`src/inc/asr_pkg.sv`:
```
// Shared constants for the serial result readout chain
package asr_pkg;
  localparam int RES_W = 18;
  localparam int CLK_MHZ = 250;
  localparam int T_CONV_NS = 500;
  localparam int CONV_CYC = (T_CONV_NS * CLK_MHZ + 999) / 1000;
  localparam int SYNC_MARGIN = 8;
  localparam int SETUP_CYC = 4;
  localparam int BITS_NOBUSY = 18;
  localparam int BITS_BUSY = 19;
  localparam int SCK_HALF = 8;
  localparam int SH_W = RES_W + 1;
  typedef enum logic {ASR_SEL = 1'b0, ASR_CHAIN = 1'b1} asr_mode_t;
endpackage : asr_pkg
```
`src/inc/asr_link_if.sv`:
```
// Serial link between the converter end and the host end
`timescale 1ns/1ns
`default_nettype none
interface asr_link_if;
  logic convert_strobe;
  logic select_serial_in;
  logic sck;
  logic serial_result_out;
  logic serial_result_oe;
  logic serial_result_level;
  // Pull-up on the result line: undriven reads high
  assign serial_result_level = serial_result_oe ? serial_result_out : 1'b1;
  modport dev (
    input convert_strobe,
    input select_serial_in,
    input sck,
    output serial_result_out,
    output serial_result_oe
  );
  modport host (
    output convert_strobe,
    output select_serial_in,
    output sck,
    input serial_result_level
  );
endinterface : asr_link_if
`default_nettype wire

```
`src/hw/asr_dev.sv`:
```
// Converter end: conversion timing, mode select and serial result output
//
// Function
// - Select-mode strobe rise starts conversion, output released
// - Host holds strobe high through conversion, readback
// - Select and strobe both low: drive output low
// - No-busy: select high before min, hold max
// - Conversion end enters acquisition, then standby
// - No-busy: select low shows MSB, falls shift
// - Data bit valid across both clock edges
// - No-busy: release at 18th fall or select rise
// - Busy: host holds select low through conversion
// - Busy: output driven at end, then MSB first
// - Busy: release at 19th fall or select rise
// - Strobe rise, clock low: chain, no busy
// - Chain no-busy: MSB at end, falls shift
// - Chain: select input shifted in on falls
// - Chain no-busy: host gives 18 clocks per converter
// - Strobe rise, clock high: chain, busy enabled
// - Chain busy: drive output high at end
// - Chain busy: host gives 18N plus one clocks
// - Strobe rise picks mode from select level
`timescale 1ns/1ns
`default_nettype none
module asr_dev #(
  parameter int CONV_CYC = asr_pkg::CONV_CYC
) (
  input wire logic clk,
  input wire logic rst_b,
  asr_link_if.dev link,
  input wire logic [asr_pkg::RES_W-1:0] sample_data,
  output logic converting,
  output logic chain_mode,
  output logic busy_enabled
);
  typedef enum logic [1:0] {D_IDLE, D_CONV, D_READ} asr_dev_st_t;
  localparam int CW = $clog2(CONV_CYC + 1);
  localparam logic [CW-1:0] CONV_LAST = CW'(CONV_CYC - 1);
  localparam logic [4:0] LIM_NOBUSY = 5'(asr_pkg::BITS_NOBUSY);
  localparam logic [4:0] LIM_BUSY = 5'(asr_pkg::BITS_BUSY);

  // Two-stage synchronisers; stage one is read only by stage two
  logic [1:0] cnv_m_q, sdi_m_q, sck_m_q;
  logic cnv_s, sdi_s, sck_s, cnv_p_q, sdi_p_q, sck_p_q;
  always_ff @(posedge clk) begin
    if (!rst_b) begin
      cnv_m_q <= 2'h0;
      // Select idles high; resetting to that level avoids a false edge
      // and a spurious low drive in the cycles right after reset
      sdi_m_q <= 2'h3;
      sck_m_q <= 2'h0;
      cnv_p_q <= 1'b0;
      sdi_p_q <= 1'b1;
      sck_p_q <= 1'b0;
    end else begin
      cnv_m_q <= {cnv_m_q[0], link.convert_strobe};
      sdi_m_q <= {sdi_m_q[0], link.select_serial_in};
      sck_m_q <= {sck_m_q[0], link.sck};
      cnv_p_q <= cnv_s;
      sdi_p_q <= sdi_s;
      sck_p_q <= sck_s;
    end
  end
  assign cnv_s = cnv_m_q[1];
  assign sdi_s = sdi_m_q[1];
  assign sck_s = sck_m_q[1];

  wire cnv_rise = cnv_s & ~cnv_p_q;
  wire sdi_rise = sdi_s & ~sdi_p_q;
  wire sdi_fall = ~sdi_s & sdi_p_q;
  wire sck_fall = ~sck_s & sck_p_q;
  wire force_low = ~cnv_s & ~sdi_s;

  asr_dev_st_t st_q, st_d;
  logic chain_q, chain_d, busy_q, busy_d, rd_q, rd_d, oe_q, oe_d, out_q, out_d;
  logic [CW-1:0] cyc_q, cyc_d;
  logic [4:0] cnt_q, cnt_d;
  logic [asr_pkg::RES_W-1:0] data_q, data_d;
  logic [asr_pkg::SH_W-1:0] sh_q, sh_d;

  wire [4:0] lim = busy_q ? LIM_BUSY : LIM_NOBUSY;
  wire [4:0] cnt_inc = cnt_q + 5'h1;
  wire conv_end = (st_q == D_CONV) && (cyc_q == CONV_LAST);
  wire [asr_pkg::SH_W-1:0] sh_shift = {sh_q[asr_pkg::SH_W-2:0], sdi_s};

  always_comb begin
    st_d = st_q;
    chain_d = chain_q;
    busy_d = busy_q;
    rd_d = rd_q;
    oe_d = oe_q;
    cyc_d = cyc_q;
    cnt_d = cnt_q;
    data_d = data_q;
    sh_d = sh_q;
    if (cnv_rise) begin
      // A new strobe edge always restarts, even mid-readout
      st_d = D_CONV;
      chain_d = ~sdi_s;
      busy_d = ~sdi_s & sck_s;
      oe_d = ~sdi_s;
      rd_d = 1'b0;
      cyc_d = '0;
      cnt_d = '0;
      data_d = sample_data;
      sh_d = '0;
    end else begin
      case (st_q)
        D_CONV: begin
          cyc_d = cyc_q + CW'(1);
          if (conv_end) begin
            st_d = D_READ;
            cnt_d = '0;
            if (chain_q) begin
              oe_d = 1'b1;
              // Busy start bit ahead of data when enabled
              sh_d = busy_q ? {1'b1, data_q} : {data_q, 1'b0};
            end else begin
              // Select low at end of conversion asks for the busy bit
              busy_d = ~sdi_s;
              rd_d = ~sdi_s;
              oe_d = ~sdi_s;
              sh_d = ~sdi_s ? {1'b0, data_q} : {data_q, 1'b0};
            end
          end
        end
        D_READ: begin
          if (chain_q) begin
            if (sck_fall) begin
              sh_d = sh_shift;
            end
          end else if (rd_q) begin
            if (sck_fall) begin
              sh_d = sh_shift;
              cnt_d = cnt_inc;
            end
            if (sdi_rise || (sck_fall && cnt_inc == lim)) begin
              rd_d = 1'b0;
              oe_d = 1'b0;
              st_d = D_IDLE;
            end
          end else if (sdi_fall) begin
            rd_d = 1'b1;
            oe_d = 1'b1;
          end
        end
        D_IDLE: begin
          oe_d = 1'b0;
        end
        default: begin
          st_d = D_IDLE;
        end
      endcase
    end
    // Select and strobe both low force the line driven; entering idle releases it
    if (force_low) begin
      oe_d = 1'b1;
    end else if (st_d == D_IDLE) begin
      oe_d = 1'b0;
    end
  end

  // Bit changes only after a fall, so it is steady across the rise and next fall
  assign out_d = force_low ? 1'b0 : sh_d[asr_pkg::SH_W-1];

  always_ff @(posedge clk) begin
    if (!rst_b) begin
      st_q <= D_IDLE;
      chain_q <= 1'b0;
      busy_q <= 1'b0;
      rd_q <= 1'b0;
      oe_q <= 1'b0;
      out_q <= 1'b0;
      cyc_q <= '0;
      cnt_q <= 5'h0;
      data_q <= '0;
      sh_q <= '0;
    end else begin
      st_q <= st_d;
      chain_q <= chain_d;
      busy_q <= busy_d;
      rd_q <= rd_d;
      oe_q <= oe_d;
      out_q <= out_d;
      cyc_q <= cyc_d;
      cnt_q <= cnt_d;
      data_q <= data_d;
      sh_q <= sh_d;
    end
  end

  // Registered so the status output comes straight from a flip-flop
  logic conv_o_q;
  always_ff @(posedge clk) begin
    if (!rst_b) begin
      conv_o_q <= 1'b0;
    end else begin
      conv_o_q <= (st_d == D_CONV);
    end
  end

  assign link.serial_result_out = out_q;
  assign link.serial_result_oe = oe_q;
  assign converting = conv_o_q;
  assign chain_mode = chain_q;
  assign busy_enabled = busy_q;
endmodule : asr_dev
`default_nettype wire

```
`src/flat_wrapper.sv`:
```
// flat-port wrapper written by rule: the top's interface ports become plain ports
module asr_dev_flat 
#(
  parameter int CONV_CYC = asr_pkg::CONV_CYC
)
  (clk, rst_b, sample_data, converting, chain_mode, busy_enabled, link_convert_strobe, link_select_serial_in, link_sck, link_serial_result_out, link_serial_result_oe);
  asr_link_if link_i ();
  input wire logic clk;
  input wire logic rst_b;
  input wire logic [asr_pkg::RES_W-1:0] sample_data;
  output logic converting;
  output logic chain_mode;
  output logic busy_enabled;
  input wire logic [$bits(link_i.convert_strobe)-1:0] link_convert_strobe;
  input wire logic [$bits(link_i.select_serial_in)-1:0] link_select_serial_in;
  input wire logic [$bits(link_i.sck)-1:0] link_sck;
  output wire logic [$bits(link_i.serial_result_out)-1:0] link_serial_result_out;
  output wire logic [$bits(link_i.serial_result_oe)-1:0] link_serial_result_oe;
  assign link_i.convert_strobe = link_convert_strobe;
  assign link_i.select_serial_in = link_select_serial_in;
  assign link_i.sck = link_sck;
  assign link_serial_result_out = link_i.serial_result_out;
  assign link_serial_result_oe = link_i.serial_result_oe;
  asr_dev #(.CONV_CYC(CONV_CYC)) u_core (.clk(clk), .rst_b(rst_b), .link(link_i), .sample_data(sample_data), .converting(converting), .chain_mode(chain_mode), .busy_enabled(busy_enabled));
endmodule
```
`config.mk`:
```
export PLATFORM = sky130hd
export DESIGN_NAME = asr_dev_flat
export DESIGN_NICKNAME = d
export VERILOG_FILES = /design/src/inc/asr_pkg.sv /design/src/inc/asr_link_if.sv /design/src/hw/asr_dev.sv /design/src/flat_wrapper.sv
export SDC_FILE = /design/constraint.sdc
export NUM_CORES = 1
export LEC_CHECK = 0
export ABC_AREA = 0
export BUFFER_PORTS_ARGS = -buffer_cell sky130_fd_sc_hd__buf_2
export CORE_MARGIN = 5
export CORE_UTILIZATION = 59
export DETAILED_ROUTE_END_ITERATION = 16
export HOLD_SLACK_MARGIN = 0.08
export PLACE_DENSITY = 0.9
export SLEW_MARGIN = 5
export SYNTH_ARGS = -nofsm -noshare
export SYNTH_HDL_FRONTEND = slang
export SYNTH_SLANG_ARGS = --single-unit
```
`constraint.sdc`:
```
create_clock -name clk -period 2.72 [get_ports clk]
set_input_delay 0.136 -clock clk [delete_from_list [all_inputs] [get_ports clk]]
set_output_delay 0.136 -clock clk [all_outputs]
set_load 0.01 [all_outputs]
```
==> key figures, run 1 <==
Run status
  – Outcome: completed

Timing
  – Crit share post-route: between 90% and 100%
  – RSZ-0062 raised after global routing: false
  – Slew Limit Fails: 0
  – Setup Total Neg Slack: 0 ps
  – Max_slew headroom: a little over half
  – Transition time of the tightest slew-check pin: a little under 700 ps
  – Highest clock rate: 0.3789 GHz
  – Finish-stage setup viols: 0
  – Number of endpoints with negative hold slack in the final report: 0
  – Final Worst Setup Slack: 80.47 ps
  – Final Critical Period: 2640 ps
  – Worst Skew: 5.649 ps

Place
  – Pre-CTS setup slack: roughly 320 ps
  – HPWL after detailed placement: approximately 5100 um
  – Final weighted congestion in routability-driven placement: a little under 0.9
  – Input/output buffers: 27

Setup path
  – Worst reg2reg path depth: 7
  – Kind of cell adding the most delay to the critical path: simple AND/OR/NAND/NOR gates
  – Slowest cell on crit path: or3_4
  – Library cell appearing most often on the critical path: inv_1
  – CP Launch Type: flip-flop
  – Worst endpoint required time: 2980 ps
  – Number of cells on the critical path: 7
  – Critical path arrival: 2900 ps
  – Category of the worst setup path capture point: flip-flop
  – Critical path peak fanout: 23
  – Kind of critical path: reg2reg
  – Cells along the critical path: inv_1 > ha_1 > inv_1 > or3_4 > nor2b_1 > a221oi_1 > a211oi_1
  – Max incr delay on CP: around 530 ps
  – Crit path buffers/inverters: 2

Pwr
  – Clk network pwr share: a little under half
  – IR Drop Worst-Case VDD: roughly 0.00055 V
  – Overall power after layout: between 2000 and 2500 uW
  – Power density cells: 577.8 nW/um2
  – Net switching component of the power: 530.8 uW
  – Internal Power: between 1500 and 2000 uW
  – Switching Share: between 20% and 30%
  – Proportion of power drawn by combinational gates: roughly 8%
  – Lkg Pwr: 0.001347 uW
  – Portion of total power attributed to sequential cells: 45.4%

Yosys
  – Avg Inst Size Synth: approximately 8.1 um2
  – Synthesized area: between 3000 and 4000 um2
  – Post-synth EDFFs: 0
  – Instance count of the mapped netlist: about 400
  – Net count after synthesis: 435
  – Ys Warns: 0
  – Register bit count reported by yosys: 66
  – Dominant register cell in the synthesized netlist: dfxtp_1
  – Async set-reset flop share out of synthesis: 0%
  – Netlist cell types: between 50 and 60
  – Fraction of the yosys area taken by sequential cells: approximately two fifths

Floorplanning
  – Die Wd: between 80 and 90 um
  – Area inside the core boundary: 5439 um2
  – Starting utilization of the core area: 60.06%
  – Site Rows: 27
  – IO Count: 28
  – Total die area: 7125 um2
  – Die Height: roughly 84 um

CTS
  – H-tree levels: 3
  – Clock edge transition at the registers on the reported setup and hold paths: ~80 ps
  – Clock tree root buffer cell: clkbuf_8
  – Post-cts resize count: 0
  – Worst-case clock buffer depth: 2
  – Clock latency on the worst-skew pair: approximately 350 ps
  – TritonCTS buffer count: 9
  – CTS tree: built
  – TritonCTS sink count: 66

Drt
  – Detail Route Antenna Nets: 0
  – Final routed DRC violation total: 0
  – First DRT Iteration DRCs: about 420
  – First-pass DRT Iterations: 5
  – Routed WL: 9526 um
  – Average routed wire per standard cell: between 15 and 20 um
  – Drt via density: ~6.3
  – Routed via count: approximately 3300

Layout
  – Inserted Diodes: 0
  – Signed area change from the synthesized netlist to the final layout: 18.46%
  – Layout cells sized above 1: ~14%
  – Filler Cells Inserted: 347
  – Net total in the final layout: 475

Global route
  – First-pass GRT wire length: 15720 um
  – Number of antenna violations at the first check in global routing: 0
  – Vias in the first global route: roughly 3200
  – GRT Overall Usage: a little over a quarter
  – Total overflow reported by the global router: 0
  – Pin count of the biggest net entering global routing: 32

Min path
  – Tightest Hold Check Type: in2reg
  – Hold depth: 3

Flow run
  – Max_cap viols: 0
-- layer usage --
| metal | track usage, % | vias to the layer above | wire length (um) |
|---|---|---|---|
| met2 | 46.99 | 214 | 4529 |
| met5 | 0 | - | 0 |
| met4 | 12.37 | 0 | 364 |
| met3 | 8.243 | 45 | 878 |
| met1 | 31.45 | 1536 | 3753 |
| li1 | - | 1503 | - |
-- power by group through the flow --
stage                     Clock, uW  Combinational (uW)  Sequential (uW)
after floorplan                   0                 103             1030
after global placement            0                 138             1030
after detailed placement          0                 143             1030
after global routing           1090                 193             1020
after CTS                      1040                 168             1010
final                          1040                 178             1020
-- cells in the mapped netlist, drive strengths merged (2+ instances only) --
| library cell | instances | area share, % |
|---|---|---|
| a31oi | 2 | 0.38 |
| a211oi | 14 | 3.2 |
| nand3 | 6 | 1.1 |
| or3 | 6 | 1.3 |
| a22oi | 5 | 1.1 |
| clkbuf | 15 | 1.8 |
| nand2b | 5 | 1.2 |
| nor3 | 5 | 0.77 |
| mux2 | 2 | 0.69 |
| xor2 | 4 | 1.1 |
| nor2 | 44 | 5.1 |
| and2 | 10 | 1.9 |
| a21boi | 18 | 4.1 |
| a21oi | 23 | 3.5 |
| a221oi | 7 | 1.9 |
| xnor2 | 2 | 0.54 |
| ha | 7 | 2.7 |
| dfxtp | 66 | 40 |
| o21a | 4 | 0.92 |
| nor2b | 4 | 0.77 |
| buf | 10 | 2.0 |
| nand4 | 3 | 0.77 |
| nand2 | 70 | 8.0 |
| inv | 7 | 0.80 |
| o21ai | 37 | 5.8 |
| and3 | 2 | 0.38 |
| mux2i | 13 | 4.0 |
| o21bai | 2 | 0.46 |
-- cell type report --
| cell class | instances | area, um2 | area share [%] |
|---|---|---|---|
| Inverter | 7 | 26.28 | 0.6790 |
| Tap cell | 72 | 90.09 | 2.328 |
| Clock inverter | 6 | 112.6 | 2.910 |
| Sequential cell | 66 | 1321 | 34.14 |
| Timing Repair Buffer | 54 | 385.4 | 9.958 |
| Multi-Input combinational cell | 307 | 1797 | 46.43 |
| Clock buffer | 10 | 137.6 | 3.556 |
-- registers in the layout, summed over array words and instances (netlist names), 2 cells and up --
name,flops
u_core.sh_q,19
u_core.cnt_q,5
u_core.data_q,18
u_core.sck_m_q,2
u_core.st_q,2
u_core.cnv_m_q,2
u_core.sdi_m_q,2
u_core.cyc_q,7
-- cells in the final DEF, fill, tap and decap left out, types with 2 or more instances in the layout --
| cell | n |
|---|---|
| inv_1 | 7 |
| a21oi_1 | 23 |
| mux2_2 | 2 |
| nand4_1 | 2 |
| and3_1 | 2 |
| a221oi_1 | 7 |
| ha_1 | 7 |
| xor2_1 | 4 |
| bufinv_16 | 3 |
| mux2i_1 | 13 |
| buf_4 | 8 |
| xnor2_1 | 2 |
| o21a_1 | 4 |
| nand2_1 | 70 |
| dlygate4sd3_1 | 19 |
| or3_1 | 5 |
| nand2b_1 | 4 |
| dfxtp_1 | 66 |
| buf_2 | 27 |
| and2_1 | 9 |
| nor2_1 | 43 |
| a211oi_1 | 14 |
| nor3_1 | 5 |
| o21bai_1 | 2 |
| a22oi_1 | 5 |
| a31oi_1 | 2 |
| o21ai_1 | 2 |
| nor2b_1 | 4 |
| nand3_1 | 5 |
| clkbuf_8 | 10 |
| o21ai_0 | 34 |
| a21boi_0 | 18 |
-- path summary, 6_finish.rpt --
kind,start,end,slack (ps)
max,u_core.st_q[1]$_SDFF_PN0_,u_core.sh_q[8]$_SDFFE_PP0P_,80
max reg2reg,u_core.st_q[1]$_SDFF_PN0_,u_core.sh_q[8]$_SDFFE_PP0P_,80
min,sample_data[2],u_core.data_q[2]$_SDFFE_PN0P_,110
min reg2reg,u_core.sdi_m_q[0]$_SDFF_PN1_,u_core.sdi_m_q[1]$_SDFF_PN1_,430
-- worst register-to-register path: stages, from the launching register on --
cell	delay, ps
dfxtp_1	360
inv_1	120
ha_1	410
inv_1	140
or3_4	530
nor2b_1	480
a221oi_1	180
a211oi_1	320
-- through the flow --
stage	utilization, %	std cells	hold WS [ps]	cell area [um2]
6_report	71.15	522	113.9	3870
5_1_grt	71.15	522	98.81	3870
2_1_floorplan	-	405	237.5	3267
3_3_place_gp	63.06	487	322.7	3430
3_5_place_dp	63.06	487	330.0	3430
4_1_cts	71.15	522	120.0	3870
-- cell families (layout without fill, tap and decap cells) --
group	count (synthesis)	count (layout)	synth area share (%)
DFF	66	66	40.44
AOI/OAI and AO/OA	121	121	23.94
buffers and inverters	32	77	4.558
xor gates and xnor gates	6	6	1.609
and+or+nand+nor	158	158	22.10
adders and majority gates	7	7	2.681
muxes	15	15	4.672
-- repair_timing --
action,in CTS,in global routing
setup buffers,0,0
hold buffers,19,0
hold endpoints to repair,19,0
(Power assumes the default switching activity.)
==> run 2, diff against run 1 <==
--- a/config.mk
+++ b/config.mk
@@ -5,7 +5,7 @@
 export SDC_FILE = /design/constraint.sdc
 export NUM_CORES = 1
 export LEC_CHECK = 0
-export ABC_AREA = 0
+export ABC_AREA = 1
 export BUFFER_PORTS_ARGS = -buffer_cell sky130_fd_sc_hd__buf_2
 export CORE_MARGIN = 5
 export CORE_UTILIZATION = 59
==> run 2 against run 1 <==
  * Final area decreased by 0.78%
  * Largest cell class unchanged
  * Sequential power about the same
  * Largest power group is now sequential cells
  * Combinational power increased by 11%
  * Synthesized cell count increased by 12%
==> key figures, run 2 <==
Layout
  – Largest registers in the final layout: u_core.sh_q x19, u_core.data_q x18, u_core.cyc_q x7
  – Number of flip-flops in the largest register: 19 (unchanged)
  – Signed area change from the synthesized netlist to the final layout: 14.77%
  – Biggest register: u_core.sh_q
  – Most common library cell in the layout ignoring fill and taps: nand2_1
  – Commonest cells after routing, fill and taps aside: nand2_1, dfxtp_1, nor2_1
  – Net total in the final layout: 524 (+10%)
  – Inserted Diodes: 0 (unchanged)
  – Layout cells sized above 1: 18.24% (+4.7 points)

Setup path
  – CP Launch Type: flip-flop
  – Crit path from: u_core.st_q[0]$_SDFF_PN0_
  – Crit path buffers/inverters: 3 (+1)
  – Critical path peak fanout: 15 (-35%)
  – Max incr delay on CP: 360 ps (-170 ps)
  – Kind of cell adding the most delay to the critical path: simple AND/OR/NAND/NOR gates
  – Slowest cell on crit path: dfxtp_1
  – Reg2Reg Launch Point: u_core.st_q[0]$_SDFF_PN0_
  – Cells along the critical path: inv_1 > ha_1 > inv_4 > nor2_2 > inv_1 > nor2_1 > nor2_2 > nand2_4 > nor2_4 > o21ai_1 > a21oi_2 > a211oi_2
  – Kind of critical path: reg2reg
  – Worst reg2reg path depth: 12 (+5)
  – Category of the worst setup path capture point: flip-flop
  – Critical path arrival: 2360 ps (-540 ps)
  – Number of cells on the critical path: 12 (+5)
  – Worst endpoint required time: 2950 ps (-30 ps)

Yosys
  – Dominant register cell in the synthesized netlist: dfxtp_1
  – Synthesized area: 3346 um2 (+2.4%)
  – Net count after synthesis: 485 (+11%)
  – Library cell with the largest summed area after synthesis: dfxtp_1
  – Avg Inst Size Synth: 7.353 um2 (-8.8%)
  – Share of the synthesized area in the top cell type: 39.49% (-0.95 points)
  – Post-synth EDFFs: 0 (unchanged)
  – Most repeated cell in the gate-level netlist after synthesis: nand2_1
  – Fraction of the yosys area taken by sequential cells: 39.49% (-0.95 points)
  – Netlist cell types: 41 (-21%)
  – Synth area leaders: dfxtp_1, nand2_1, o21ai_0, nor2_1, a21oi_1
  – Synth cell count leaders: nand2_1, dfxtp_1, nor2_1
  – Register bit count reported by yosys: 66 (unchanged)
  – Instance count of the mapped netlist: 455 (+12%)
  – Async set-reset flop share out of synthesis: 0% (unchanged)
  – Ys Warns: 0 (unchanged)

Global route
  – GRT Overall Usage: 24.95% (-2.5 points)
  – First-pass GRT wire length: 14580 um (-7.2%)
  – Pin count of the biggest net entering global routing: 30 (-6.3%)
  – Vias in the first global route: 3137 (-3.1%)
  – Total overflow reported by the global router: 0 (unchanged)
  – Number of antenna violations at the first check in global routing: 0 (unchanged)

CTS
  – TritonCTS buffer count: 9 (unchanged)
  – Clock latency on the worst-skew pair: 360 ps (about the same)
  – Clock edge transition at the registers on the reported setup and hold paths: 80 ps (about the same)
  – Clock tree root buffer cell: clkbuf_8
  – Worst-case clock buffer depth: 2 (unchanged)
  – Post-cts resize count: 0 (unchanged)
  – TritonCTS sink count: 66 (unchanged)
  – CTS tree: built
  – H-tree levels: 3 (unchanged)

Timing
  – Number of endpoints with negative hold slack in the final report: 0 (unchanged)
  – Crit share post-route: 78.38% (-19 points)
  – Final hold slack: 111.9 ps (-1.969 ps)
  – Slew Limit Fails: 0 (unchanged)
  – Setup Total Neg Slack: 0 ps (unchanged)
  – Transition time of the tightest slew-check pin: 813.2 ps (+133.9 ps)
  – Max_slew headroom: 45.73% (-8.7 points)
  – Highest clock rate: 0.4690 GHz (+24%)
  – RSZ-0062 raised after global routing: false
  – Worst Skew: 10.73 ps (+5.080 ps)
  – Final Critical Period: 2132 ps (-507.6 ps)
  – Finish-stage setup viols: 0 (unchanged)

Drt
  – Average routed wire per standard cell: 15.36 um (-16%)
  – Drt via density: 5.820 (-7.9%)
  – First-pass DRT Iterations: 6 (+1)
  – Routed via count: 3323 (+0.76%)
  – Detail Route Antenna Nets: 0 (unchanged)
  – Final routed DRC violation total: 0 (unchanged)
  – Routed WL: 8773 um (-7.9%)
  – First DRT Iteration DRCs: 355 (-15%)

Place
  – Final weighted congestion in routability-driven placement: 0.9440 (+5.6%)
  – HPWL after detailed placement: 5212 um (+1.3%)
  – Input/output buffers: 27 (unchanged)

Pwr
  – Lkg Pwr: 0.001581 uW (+17%)
  – IR Drop Worst-Case VDD: 0.0004589 V (-17%)
  – Power density cells: 540.7 nW/um2 (-6.4%)
  – Overall power after layout: 2076 uW (-7.2%)

Run status
  – Outcome: completed

Min path
  – Tightest Hold Check Type: in2reg
  – Hold depth: 3 (unchanged)
  – Min-Delay Startpoint: sample_data[6]

Floorplanning
  – IO Count: 28 (unchanged)
  – Die Height: 85.31 um (+1.1%)
  – Starting utilization of the core area: 60.76% (+0.69 points)
  – Die Wd: 85.31 um (+1.1%)
  – Total die area: 7277 um2 (+2.1%)
  – Site Rows: 27 (unchanged)
  – Area inside the core boundary: 5507 um2 (+1.2%)

Flow run
  – Max_cap viols: 0 (unchanged)
## run 2: cell types whose count changed after synthesis, moves of 7 or more
cell,change
a211oi_1,-10
a21boi_0,-18
a21oi_1,+17
and2_1,-9
clkbuf_1,-9
inv_1,+36
inv_2,+9
mux2i_1,-13
nand2_1,+8
nand2_2,+8
nand3_1,+7
nor2_1,+11
o21ai_0,+17
o21ai_1,+8
## run 2: cell type report
type                            instances  area, um2
Sequential cell                        66       1321
Timing Repair Buffer                   47      335.3
Inverter                               54      207.7
Clock buffer                            9      123.9
Fill cell                             373       1667
Clock inverter                          7      76.32
Tap cell                               72      90.09
Multi-Input combinational cell        316       1685
## run 2: what timing repair did
item	in CTS	in global routing
hold buffers	20	0
endpoints found under the hold margin	20	0
setup buffers	0	0
## run 2: worst paths after layout
check	to	slack (ps)
hold reg to reg	u_core.sdi_m_q[1]$_SDFF_PN1_	430
setup / recovery	u_core.sh_q[14]$_SDFFE_PP0P_	590
hold / removal	u_core.data_q[6]$_SDFFE_PN0P_	110
setup reg to reg	u_core.sh_q[14]$_SDFFE_PP0P_	590
## run 2: cell families (layout without fill, tap and decap cells)
group | after synthesis | count (layout) | synth area share [%]
buffers and inverters | 73 | 117 | 10.13
adder cells (fa/ha/maj) | 7 | 7 | 2.618
XOR/XNOR | 1 | 1 | 0.2618
AO/OA/AOI/OAI | 127 | 127 | 22.44
flip-flops | 66 | 66 | 39.49
AND/OR/NAND/NOR | 181 | 181 | 25.06
## run 2: worst register-to-register path, cell delays in order (launching register included)
cell and delay, ps:
dfxtp_1 360, inv_1 80, ha_1 340, inv_4 140, nor2_2 50, inv_1 110, nor2_1 70, nor2_2 170
nand2_4 170, nor2_4 200, o21ai_1 110, a21oi_2 150, a211oi_2 40
## run 2: routing by layer
layer / wire (um) / global-route usage [%]
met2: 4203 / 41.81
met1: 3567 / 29.14
met3: 768 / 9.126
met5: 0 / 0
met4: 234 / 9.065
## run 2: where the power goes
group          internal (uW)  total [uW]  leakage [uW]  switching, uW
clock                    429         855     0.0000962            426
combinational           75.0         197      0.000948            122
sequential               998        1020      0.000537           26.5
## run 2: per-stage QoR
stage	cells	worst slack, ps	utilization (%)	area, um2
after floorplan	455	1028	-	3346
after global placement	535	793.1	62.46	3440
after detailed placement	535	676.4	62.46	3440
after CTS	571	616.3	69.73	3840
after global routing	571	465.0	69.73	3840
final	571	588.0	69.73	3840
==> run 3, diff against run 2 <==
==> constraint.sdc (replaced) <==
create_clock -name clk -period 2.2 [get_ports clk]
set_input_delay 0.11 -clock clk [delete_from_list [all_inputs] [get_ports clk]]
set_output_delay 0.11 -clock clk [all_outputs]
set_load 0.01 [all_outputs]
==> run 3 against run 2 <==
  * Worst setup slack worse by 420 ps
  * Clock-buffer cell count is 2 higher
  * Combinational power is 27% higher
  * Sequential share of layout area is 0.50 points lower
  * Clock skew is 2.0 ps lower
  * Non-clock buffer count is 3 higher
  * Core utilization is 1.0 points higher
  * Register-to-register slack worse by 420 ps
  * Cell count is 0.53% higher
  * Clock power is 42% higher
  * Die area stayed put
  * Via count is 2.9% higher
  * Largest power group unchanged
==> key figures, run 3 (same netlist as run 2, synthesis figures left out) <==
Run status
  – Outcome: completed

CTS
  – Post-cts resize count: 0 (unchanged)
  – Clock tree root buffer cell: clkbuf_8
  – Clock latency on the worst-skew pair: 340 ps (-20 ps)
  – TritonCTS buffer count: 9 (unchanged)
  – Setup Fix Bufs, Post-CTS: 0 (unchanged)
  – CTS tree: built
  – H-tree levels: 3 (unchanged)
  – Cts-stage hold buffer count: 20 (unchanged)
  – TritonCTS sink count: 66 (unchanged)
  – Worst-case clock buffer depth: 2 (unchanged)
  – Clock edge transition at the registers on the reported setup and hold paths: 70 ps (about the same)

Drt
  – Average routed wire per standard cell: 15.74 um (+2.4%)
  – Routed via count: 3420 (+2.9%)
  – Final routed DRC violation total: 0 (unchanged)
  – Routed WL: 9033 um (+3.0%)
  – First-pass DRT Iterations: 5 (-1)
  – First DRT Iteration DRCs: 402 (+13%)
  – Detail Route Antenna Nets: 0 (unchanged)
  – Drt via density: 5.958 (+2.4%)

Setup path
  – Max incr delay on CP: 330 ps (-30 ps)
  – Cells along the critical path: inv_1 > ha_1 > inv_1 > nor2_2 > nor2_2 > nand2_4 > inv_4 > o21ai_0 > a41oi_1
  – Worst endpoint required time: 2410 ps (-540 ps)
  – Reg2Reg Launch Point: u_core.st_q[1]$_SDFF_PN0_
  – Worst R2R End: u_core.sh_q[7]$_SDFFE_PP0P_
  – CP Launch Type: flip-flop
  – Critical path peak fanout: 17 (+2)
  – Worst reg2reg path depth: 9 (-3)
  – Kind of critical path: reg2reg
  – Critical path arrival: 2240 ps (-120 ps)
  – Number of cells on the critical path: 9 (-3)
  – R2r setup slk: 160 ps (-420 ps)
  – Category of the worst setup path capture point: flip-flop
  – Slowest cell on crit path: dfxtp_1
  – Crit path buffers/inverters: 3 (unchanged)
  – Kind of cell adding the most delay to the critical path: simple AND/OR/NAND/NOR gates

Pwr
  – Internal Power: 2081 uW (+39%)
  – Switching Share: 23.74% (-3.9 points)
  – Proportion of power drawn by combinational gates: 9.2% (-0.3 points)
  – Power density cells: 700.3 nW/um2 (+30%)
  – Lkg Pwr: 0.001613 uW (+2.0%)
  – IR Drop Worst-Case VDD: 0.0006297 V (+37%)
  – Portion of total power attributed to sequential cells: 46.5% (-2.8 points)
  – Clk network pwr share: 44.4% (+3.2 points)
  – Net switching component of the power: 647.6 uW (+13%)

Layout
  – Signed area change from the synthesized netlist to the final layout: 16.45%
  – Number of flip-flops in the largest register: 19 (unchanged)
  – Layout cells sized above 1: 18.33% (+0.090 points)
  – Net total in the final layout: 527 (+0.57%)
  – Inserted Diodes: 0 (unchanged)
  – Largest registers in the final layout: u_core.sh_q x19, u_core.data_q x18, u_core.cyc_q x7
  – Biggest register: u_core.sh_q
  – Most common library cell in the layout ignoring fill and taps: nand2_1
  – Commonest cells after routing, fill and taps aside: nand2_1, dfxtp_1, nor2_1

Floorplanning
  – Die Wd: 85.31 um (unchanged)
  – Area inside the core boundary: 5507 um2 (unchanged)
  – Die Height: 85.31 um (unchanged)
  – Site Rows: 27 (unchanged)
  – IO Count: 28 (unchanged)
  – Total die area: 7277 um2 (unchanged)
  – Starting utilization of the core area: 60.76% (unchanged)

Global route
  – GRT met3 Usage: 7.184% (-1.9 points)
  – Pin count of the biggest net entering global routing: 28 (-6.7%)
  – GRT Overall Usage: 25.54% (+0.58 points)
  – Number of antenna violations at the first check in global routing: 0 (unchanged)
  – GRT met2 Usage: 40.96% (-0.85 points)
  – GRT Max-Usage Layer: met2
  – Total overflow reported by the global router: 0 (unchanged)
  – Global routing met1 resource utilization: 29.74% (+0.60 points)
  – Vias in the first global route: 3255 (+3.8%)
  – First-pass GRT wire length: 14840 um (+1.8%)

Min path
  – Hold depth: 3 (unchanged)
  – Min-Delay Startpoint: rst_b
  – WHS Endpoint: u_core.sh_q[18]$_SDFF_PN0_
  – Tightest Hold Check Type: in2reg

Timing
  – Worst Skew: 8.753 ps (-1.976 ps)
  – Finish-stage setup viols: 0 (unchanged)
  – Transition time of the tightest slew-check pin: 458.3 ps (-354.9 ps)
  – Setup Total Neg Slack: 0 ps (unchanged)
  – Slew Limit Fails: 0 (unchanged)
  – Final Critical Period: 2035 ps (-96.96 ps)
  – Crit share post-route: 92.50% (+14 points)
  – Highest clock rate: 0.4914 GHz (+4.8%)
  – RSZ-0062 raised after global routing: false
  – Number of endpoints with negative hold slack in the final report: 0 (unchanged)
  – Max_slew headroom: 69.21% (+23 points)
  – Final hold slack: 103.2 ps (-8.682 ps)

Flow run
  – Max_cap viols: 0 (unchanged)

Place
  – HPWL after detailed placement: 5445 um (+4.5%)
  – Final weighted congestion in routability-driven placement: 0.9581 (+1.5%)
  – Input/output buffers: 27 (unchanged)
[run 3: area by class of cell]
class / instances / area [um2]
clock buffers: 11 / 131.4
clock inverters: 5 / 102.6
fillers: 355 / 1610
inverters: 54 / 207.7
multi-input cells: 316 / 1685
flip-flops and latches: 66 / 1321
well taps: 72 / 90.09
repair buffers: 50 / 357.8
[run 3: how the worst max path moves through the flow]
stage / start / endpoint / slack [ps]
4_1_cts: u_core.st_q[0]$_SDFF_PN0_ / u_core.sh_q[13]$_SDFFE_PP0P_ / 250
6_report: u_core.st_q[1]$_SDFF_PN0_ / u_core.sh_q[7]$_SDFFE_PP0P_ / 160
3_3_place_gp: u_core.st_q[0]$_SDFF_PN0_ / u_core.sh_q[13]$_SDFFE_PP0P_ / 380
3_5_place_dp: u_core.st_q[0]$_SDFF_PN0_ / u_core.sh_q[13]$_SDFFE_PP0P_ / 270
2_1_floorplan: u_core.st_q[0]$_SDFF_PN0_ / u_core.sh_q[3]$_SDFFE_PP0P_ / 510
5_1_grt: u_core.st_q[0]$_SDFF_PN0_ / u_core.sh_q[7]$_SDFFE_PP0P_ / 50
[run 3: power groups by stage]
stage          logic [uW]  registers, uW  clock network, uW
4_1_cts               234           1260               1220
3_3_place_gp          196           1290                  0
2_1_floorplan         160           1280                  0
3_5_place_dp          205           1290                  0
6_report              250           1270               1210
5_1_grt               277           1270               1270
[run 3: routing by layer]
layer | routed length, um | up-vias
met3 | 830 | 55
met5 | 0 | -
met2 | 4327 | 224
met4 | 385 | 0
li1 | - | 1587
met1 | 3489 | 1554
[run 3: tightest hold or removal path: stages]
cell    delay [ps]
buf_2          100
inv_2           90
nor2_1         110
[run 3: stage by stage]
stage	instance area (um2)	setup slack [ps]	total power, uW	utilization [%]	std cells
after floorplan	3346	508.4	1443	-	455
after global placement	3462	378.8	1486	62.87	538
after detailed placement	3462	267.7	1496	62.87	538
after CTS	3896	249.9	2715	70.76	574
after global routing	3896	54.23	2816	70.76	574
final	3896	165.0	2729	70.76	574
